===== src/rtl/stream_rx_pkg.sv =====
// Package: register map, status layout and constants of the stream receiver
package stream_rx_pkg;
	localparam logic [7:0] SYNC_BYTE = 8'h47;
	localparam logic [9:0] COMMA_NEG = 10'h0fa;
	localparam logic [9:0] COMMA_POS = 10'h305;
	localparam int LEN_SHORT = 188;
	localparam int LEN_LONG = 204;
	localparam int ERR_LIMIT = 4;
	localparam int COMMA_NEED = 2;
	localparam int ST_VALID = 0;
	localparam int ST_SOP = 1;
	localparam int ST_EOP = 2;
	localparam int ST_ERR = 3;
	localparam int ST_LOCK_LO = 4;
	localparam int ST_LOCK_HI = 5;
	localparam int ST_POL = 6;
	localparam int ST_WORD = 7;
	localparam logic [1:0] LOCK_NONE = 2'h0;
	localparam logic [1:0] LOCK_204 = 2'h1;
	localparam logic [1:0] LOCK_188 = 2'h3;
	localparam logic [7:0] ADDR_CTRL = 8'h00;
	localparam logic [7:0] ADDR_STATUS = 8'h04;
	localparam logic [7:0] ADDR_IRQ_STAT = 8'h08;
	localparam logic [7:0] ADDR_IRQ_MASK = 8'h0c;
	localparam logic [7:0] ADDR_TX_WORD = 8'h10;
	localparam logic [7:0] ADDR_CAL = 8'h14;
	localparam logic [2:0] IRQ_RESET = 3'h0;
	localparam logic [1:0] HTRANS_NONSEQ = 2'h2;
	localparam logic [1:0] HRESP_OKAY = 2'h0;

	typedef struct packed {
		logic [9:0] code;
		logic valid;
	} code_group_type;

	typedef struct packed {
		logic [7:0] data;
		logic [7:0] status;
	} stream_out_type;

	typedef enum logic [1:0] {HUNT, TRACK, LOCKED} pkt_state_type;
endpackage : stream_rx_pkg


===== src/rtl/stream_rx_out.sv =====
// Receiver output stage: word sync, 8b10b decode, packet sync, status
//
// Overview of operation
// RULE1: Decoded byte presented as parallel word
// RULE2: Parallel byte clock driven to downstream
// RULE3: Status bit 0 marks valid data
// RULE4: Status bit 1 marks packet start
// RULE5: Status bit 2 marks packet end
// RULE6: Status bit 3 reports receiver error
// RULE7: Bits 5:4 encode lock state
// RULE8: Bit 6 reports serial polarity
// RULE9: Bit 7 flags every decoded word
// RULE10: Raw code groups output before decoding
// RULE11: Valid strobe accompanies raw code groups
// RULE12: Transmit encoded word on dedicated port
// RULE13: 17-bit calibration return path provided
// RULE14: Integrator attaches external calibration controller
// RULE15: Lock only on sync at 188/204
// RULE16: Missing sync flags error, restarts search
// RULE17: Two clean commas gain word sync
// RULE18: Four errors drop sync, stop writes
// RULE19: Status updates with data, same clock
`timescale 1ns/1ns
module stream_rx_out
	import stream_rx_pkg::*;
(
	input wire logic hclk,
	input wire logic hresetn,
	input wire logic [31:0] haddr,
	input wire logic [1:0] htrans,
	input wire logic hwrite,
	input wire logic [2:0] hsize,
	input wire logic hsel,
	input wire logic hready,
	input wire logic [31:0] hwdata,
	output logic [31:0] hrdata,
	output logic hreadyout,
	output logic [1:0] hresp,
	input wire stream_rx_pkg::code_group_type code_in,
	input wire logic [16:0] cal_from_xcvr,
	output logic [9:0] cal_to_ctrl,
	output stream_rx_pkg::stream_out_type stream_out,
	output logic data_clk,
	output stream_rx_pkg::code_group_type raw_out,
	output logic [9:0] tx_encoded,
	output logic word_sync,
	output logic irq
);
	import stream_rx_pkg::*;

	// Input code group: two-stage synchroniser
	code_group_type sync1_reg, sync2_reg;
	always_ff @(posedge hclk or negedge hresetn)
		if (!hresetn)
		begin
			sync1_reg <= '0;
			sync2_reg <= '0;
		end
		else
		begin
			sync1_reg <= code_in;
			sync2_reg <= sync1_reg;
		end

	logic [16:0] cal1_reg, cal2_reg;
	always_ff @(posedge hclk or negedge hresetn)
		if (!hresetn)
		begin
			cal1_reg <= '0;
			cal2_reg <= '0;
		end
		else
		begin
			cal1_reg <= cal_from_xcvr;
			cal2_reg <= cal1_reg;
		end

	// Raw group passthrough, registered
	code_group_type raw_reg;
	always_ff @(posedge hclk or negedge hresetn)
		if (!hresetn)
			raw_reg <= '0;
		else
			raw_reg <= sync2_reg; // RULE10 RULE11
	assign raw_out = raw_reg;

	// Simplified 8b10b decode: data from low 8 bits, errors by disparity
	wire in_valid = sync2_reg.valid;
	wire [9:0] cg = sync2_reg.code;
	wire [3:0] ones = 4'(cg[0]) + 4'(cg[1]) + 4'(cg[2]) + 4'(cg[3])
		+ 4'(cg[4]) + 4'(cg[5]) + 4'(cg[6]) + 4'(cg[7])
		+ 4'(cg[8]) + 4'(cg[9]);
	wire is_comma = (cg == COMMA_NEG) || (cg == COMMA_POS);
	wire code_err = (ones != 4'h5) && (ones != 4'h4) && (ones != 4'h6);
	logic rd_reg;
	wire disp_err = (ones == 4'h6 && rd_reg) || (ones == 4'h4 && !rd_reg);
	wire bad = code_err || disp_err;
	logic [7:0] ctrl_reg;
	wire [7:0] dec_byte = cg[7:0] ^ {8{ctrl_reg[0]}};

	always_ff @(posedge hclk or negedge hresetn)
		if (!hresetn)
			rd_reg <= 1'b0;
		else if (in_valid && ones != 4'h5 && !code_err)
			rd_reg <= (ones == 4'h6);

	// Word synchronisation
	logic [1:0] comma_reg;
	logic [2:0] err_reg;
	logic sync_reg;
	always_ff @(posedge hclk or negedge hresetn)
		if (!hresetn)
		begin
			comma_reg <= '0;
			err_reg <= '0;
			sync_reg <= 1'b0;
		end
		else if (in_valid)
		begin
			comma_reg <= (is_comma && !bad) ?
				((comma_reg == 2'(COMMA_NEED)) ? comma_reg : comma_reg + 2'h1)
				: 2'h0; // RULE17
			err_reg <= bad ? ((err_reg == 3'(ERR_LIMIT)) ? err_reg
				: err_reg + 3'h1) : 3'h0;
			if (!sync_reg && is_comma && !bad && comma_reg == 2'h1)
				sync_reg <= 1'b1; // RULE17
			else if (sync_reg && bad && err_reg == 3'(ERR_LIMIT - 1))
				sync_reg <= 1'b0; // RULE18
		end
	assign word_sync = sync_reg;

	// Decoded word gated by sync; commas are not data
	wire word_ok = in_valid && sync_reg && !bad && !is_comma; // RULE18

	// Packet synchronisation
	pkt_state_type state_reg, state_next;
	logic [7:0] cnt_reg;
	logic [1:0] lock_reg;
	wire is_sync = word_ok && dec_byte == SYNC_BYTE;
	wire at188 = cnt_reg == 8'(LEN_SHORT);
	wire at204 = cnt_reg == 8'(LEN_LONG);
	wire hit = is_sync && (at188 || at204); // RULE15
	wire miss = word_ok && !is_sync && at204
		&& state_reg != HUNT; // RULE16
	wire early_bad = word_ok && is_sync && !at188 && !at204
		&& state_reg != HUNT;

	always_comb
	begin
		state_next = state_reg;
		case (state_reg)
			HUNT: if (is_sync) state_next = TRACK;
			TRACK, LOCKED:
				if (hit) state_next = LOCKED;
				else if (miss || early_bad) state_next = HUNT; // RULE16
			default: state_next = HUNT;
		endcase
	end

	always_ff @(posedge hclk or negedge hresetn)
		if (!hresetn)
		begin
			state_reg <= HUNT;
			cnt_reg <= '0;
			lock_reg <= LOCK_NONE;
		end
		else
		begin
			if (!sync_reg)
				state_reg <= HUNT;
			else
				state_reg <= state_next;
			if (word_ok)
				cnt_reg <= is_sync ? 8'h1 : cnt_reg + 8'h1;
			if (!sync_reg || miss || early_bad)
				lock_reg <= LOCK_NONE;
			else if (hit)
				lock_reg <= at188 ? LOCK_188 : LOCK_204; // RULE7 RULE15
		end

	// Output byte and status vector, same register stage
	stream_out_type out_reg;
	logic [7:0] st;
	always_comb
	begin
		st = '0;
		st[ST_VALID] = word_ok && state_reg == LOCKED; // RULE3
		st[ST_SOP] = is_sync; // RULE4
		st[ST_EOP] = hit; // RULE5
		st[ST_ERR] = miss || early_bad; // RULE6
		st[ST_LOCK_HI:ST_LOCK_LO] = lock_reg; // RULE7
		st[ST_POL] = ctrl_reg[0]; // RULE8
		st[ST_WORD] = in_valid && !bad && !is_comma; // RULE9
	end
	always_ff @(posedge hclk or negedge hresetn)
		if (!hresetn)
			out_reg <= '0;
		else
			out_reg <= '{data: dec_byte, status: st}; // RULE1 RULE19
	assign stream_out = out_reg;
	assign data_clk = hclk; // RULE2

	// Interrupts: sticky SOP/EOP/ERR, write one clears, set wins
	logic [2:0] ist_reg, imask_reg;
	wire [2:0] ev = {st[ST_ERR], st[ST_EOP], st[ST_SOP]};
	assign irq = |(ist_reg & imask_reg);

	// AHB-Lite slave, zero wait states
	logic [7:0] a_reg;
	logic wr_reg, rd_ph_reg;
	logic [9:0] txw_reg;
	logic [9:0] cal_reg;
	wire take = hsel && hready && htrans == HTRANS_NONSEQ;
	wire do_wr = wr_reg;
	wire w_ctrl = do_wr && a_reg == ADDR_CTRL;
	wire w_clr = do_wr && a_reg == ADDR_IRQ_STAT;
	wire w_mask = do_wr && a_reg == ADDR_IRQ_MASK;
	wire w_tx = do_wr && a_reg == ADDR_TX_WORD;
	wire w_cal = do_wr && a_reg == ADDR_CAL;
	wire [2:0] ist_next = ev | (ist_reg & ~(w_clr ? hwdata[2:0] : 3'h0));

	always_ff @(posedge hclk or negedge hresetn)
		if (!hresetn)
		begin
			a_reg <= '0;
			wr_reg <= 1'b0;
			rd_ph_reg <= 1'b0;
		end
		else
		begin
			wr_reg <= take && hwrite;
			rd_ph_reg <= take && !hwrite;
			if (take)
				a_reg <= haddr[7:0];
		end

	always_ff @(posedge hclk or negedge hresetn)
		if (!hresetn)
		begin
			ctrl_reg <= '0;
			ist_reg <= IRQ_RESET;
			imask_reg <= IRQ_RESET;
			txw_reg <= '0;
			cal_reg <= '0;
		end
		else
		begin
			ist_reg <= ist_next;
			if (w_ctrl)
				ctrl_reg <= hwdata[7:0];
			if (w_mask)
				imask_reg <= hwdata[2:0];
			if (w_tx)
				txw_reg <= hwdata[9:0]; // RULE12
			if (w_cal)
				cal_reg <= hwdata[9:0]; // RULE14
		end
	assign tx_encoded = txw_reg; // RULE12
	assign cal_to_ctrl = cal_reg;

	wire [31:0] rd_status = {22'h0, lock_reg, sync_reg, state_reg,
		out_reg.status[ST_POL], out_reg.status[ST_ERR], 3'h0};
	logic [31:0] rmux;
	always_comb
	begin
		if (a_reg == ADDR_CTRL)
			rmux = {24'h0, ctrl_reg};
		else if (a_reg == ADDR_STATUS)
			rmux = rd_status;
		else if (a_reg == ADDR_IRQ_STAT)
			rmux = {29'h0, ist_reg};
		else if (a_reg == ADDR_IRQ_MASK)
			rmux = {29'h0, imask_reg};
		else if (a_reg == ADDR_TX_WORD)
			rmux = {22'h0, txw_reg};
		else if (a_reg == ADDR_CAL)
			rmux = {15'h0, cal2_reg}; // RULE13
		else
			rmux = 32'h0;
	end
	assign hrdata = rd_ph_reg ? rmux : 32'h0;
	assign hreadyout = 1'b1;
	assign hresp = HRESP_OKAY;
endmodule : stream_rx_out


===== config.mk =====
export PLATFORM = sky130hd
export DESIGN_NAME = stream_rx_out
export DESIGN_NICKNAME = d
export VERILOG_FILES = /design/src/rtl/stream_rx_pkg.sv /design/src/rtl/stream_rx_out.sv
export SDC_FILE = /design/constraint.sdc
export NUM_CORES = 1
export LEC_CHECK = 0
export BUFFER_PORTS_ARGS = -buffer_cell sky130_fd_sc_hd__buf_2
export CAP_MARGIN = 30
export CORE_ASPECT_RATIO = 0.6
export CORE_UTILIZATION = 46
export DETAILED_ROUTE_END_ITERATION = 6
export GPL_ROUTABILITY_DRIVEN = 0
export PLACE_DENSITY = 0.76
export SKIP_CTS_REPAIR_TIMING = 1
export SKIP_LAST_GASP = 1
export SYNTH_ARGS = -nofsm -noshare
export SYNTH_HDL_FRONTEND = slang
export SYNTH_SLANG_ARGS = --single-unit

===== constraint.sdc =====
create_clock -name hclk -period 4.1 [get_ports hclk]
set_clock_uncertainty 0.1 [all_clocks]
set_input_delay 0.82 -clock hclk [delete_from_list [all_inputs] [get_ports hclk]]
set_output_delay 0.82 -clock hclk [all_outputs]
set_load 0.01 [all_outputs]

==> metrics.txt <==
drt initial violations 211; crit path max fanout 3; actual transition at the worst max-transition pin 0.743 ns; quantity of I/O buffers inserted on ports 119; placed wire-length estimate after detailed placement 9230 um; cell taking the most area after synthesis sky130_fd_sc_hd__dfrtp_1; leading cell types in the layout, fill and taps excluded sky130_fd_sc_hd__dfrtp_1, sky130_fd_sc_hd__buf_2, sky130_fd_sc_hd__nand2_1; vias after detailed routing 4,211; Critical Path, Cell by Cell fa_1, fa_1, inv_1, fa_1, inv_1, ha_2, inv_2, fa_2, buf_4, and3b_1, a21oi_4, nor4_4, buf_4, buf_6, a31oi_1, mux2i_1, nor3_2; final setup fails 4; number of antenna cells inserted 0; PD cells 502 nW/um2; full die area 13,500 um2; clock latency at the later pin of the worst-skew pair 0.53 ns; initial standard-cell utilization of the core 48.5%; DRT Pass-1 Iters 7; number of enable-type register cells in the synthesized netlist 0; Std-Cell Rows 31; count of placed standard cells including taps 747; number of flip-flops and latches in the synthesized netlist 146; pin count of the biggest net entering global routing 74; yosys synthesis warning count 0; Die W 149 um; most frequently used flop master after synthesis sky130_fd_sc_hd__dfrtp_1; proportion of register bits with asynchronous set or reset after synthesis 100%; family with the most delay on the worst path adder cells; worst reg2reg path startpoint cg[3]; average wire per standard cell 17.5 um; number of max-capacitance violations reported 0; capture instance of the worst register-to-register path state_reg[0]; number of remaining DRC errors 0; Leak 0.00366 uW; worst hold path type in2async; Max-Slew Margin vs Limit 50.3%; fin. max-slew vios 0; share of the synthesized area in the top cell type 60.9%; antenna violations before repair 1; library cell contributing the largest single delay on the critical path sky130_fd_sc_hd__fa_1; maximum vdd ir drop 0.000403 V; number of nets in the finished design 735; Reg2Reg Setup Slack -0.05 ns; Setup crit start kind flop; top area cells in the synthesized netlist sky130_fd_sc_hd__dfrtp_1, sky130_fd_sc_hd__mux2_2, sky130_fd_sc_hd__o21ai_0, sky130_fd_sc_hd__ha_1, sky130_fd_sc_hd__buf_4; power after layout 3810 uW; All-Layer GR Usage 21.4%; post-synthesis instance area 6000 um2; class of the most critical setup path reg2reg; longest individual stage delay on the worst path 0.53 ns; critical path endpoint category flop; Peak Freq 241 MHz; clock slew at the register clock pins of the worst setup and hold paths 0.07 ns; setup repair after global routing missed its margin yes; Worst path most repeated cell sky130_fd_sc_hd__fa_1; via count normalized by instance count 5.32; minimum clock period after layout 4.15 ns; sequential area share after synthesis 60.9%; remaining antenna violation count after routing 0; vias in the first global route 4,211; floorplan core area 12,400 um2; I/O pin total 187; height of the die 90.5 um; worst path setup slack after routing -0.0509 ns; signal arrival time at the worst endpoint 4.47 ns; TritonCTS clock tree done; final non-filler cell total 791; most common library cell in the layout ignoring fill and taps sky130_fd_sc_hd__dfrtp_1; result of the run finished, violations left; endpoint required time on the critical path 4.41 ns; first-pass GRT wire length 21,700 um; Synth cell types 57; share of cells above drive strength 1 37.2%; combined buffer and inverter count along the critical path 6; Congestion Overflow GR 0; Synth-to-Final Area Change 26.6%; mean post-synth cell area 12.7 um2; Hold Fails Final Rpt 0; period utilisation layout 101%; routed wire length 13,900 um; R2R depth 17; violated checks setup timing; instance count of the mapped netlist 472
[per-layer routing]
layer,global-route usage [%],routed length (um),vias to the layer above
met4,9.52,291,2
met2,30.3,6270,192
met1,29.9,6130,2101
met3,7.17,1170,34
met5,0,13,-
li1,-,-,1882
[cells in the mapped netlist (10+ instances only)]
cell / count
sky130_fd_sc_hd__dfrtp_1: 146
sky130_fd_sc_hd__o21ai_0: 36
sky130_fd_sc_hd__nand2_1: 33
sky130_fd_sc_hd__inv_1: 29
sky130_fd_sc_hd__mux2_2: 27
sky130_fd_sc_hd__buf_4: 21
sky130_fd_sc_hd__nor2_1: 15
sky130_fd_sc_hd__ha_1: 14
sky130_fd_sc_hd__and3_1: 12
sky130_fd_sc_hd__nand2b_1: 11
sky130_fd_sc_hd__a222oi_1: 10
[where the power goes]
| part | internal, uW | total (uW) | switching (uW) |
|---|---|---|---|
| registers | 1550 | 1630 | 78.4 |
| clock network | 991 | 1680 | 690 |
| logic | 230 | 503 | 273 |
[worst max-delay path by stage]
stage / depth (start not counted) / to / start
finish: 17 / state_reg[0] / cg[3]
global route: 17 / state_reg[0] / cg[3]
CTS: 14 / state_reg[0] / cg[0]
detailed placement: 14 / state_reg[1] / cg[0]
global placement: 14 / state_reg[1] / cg[0]
floorplan: 13 / state_reg[1] / cg[0]
[layout make-up]
cell class | instances | area [um2]
fill | 941 | 4780
sequential | 146 | 3650
multi-input combinational | 279 | 2200
timing repair buffer | 136 | 763
clock buffer | 23 | 513
tap | 165 | 206
clock inverter | 13 | 145
inverter | 29 | 109
[worst reg2reg max path, delay by kind of cell (launching register included)]
kind / cells / cell delay (ns)
adders and majority gates: 5 / 2.00
buffers and inverters: 6 / 0.57
DFF: 1 / 0.40
AOI/OAI and AO/OA: 2 / 0.38
and+or+nand+nor: 3 / 0.33
muxes: 1 / 0.26
[through the flow]
stage	setup slack (ns)	hold slack [ns]	area, um2	TNS, ns	util, %
final	-0.0509	0.103	7590	-0.116	61.4
after global routing	-0.182	0.136	7590	-1.21	61.4
after CTS	-0.129	0.124	7380	-0.582	59.7
after detailed placement	-0.102	0.235	6730	-0.353	54.4
after global placement	0.00280	0.231	6700	0	54.2
after floorplan	0.0475	0.231	6060	0	-
[cells by family after synthesis]
group           synth area share (%)
xor+xnor                        1.17
other cells                    0.125
mux                             7.07
simple gates                    12.2
buf+inv                         5.55
compound gates                  8.09
fa+ha+maj                       4.92
flops                           60.9
(Power assumes the default switching activity.)
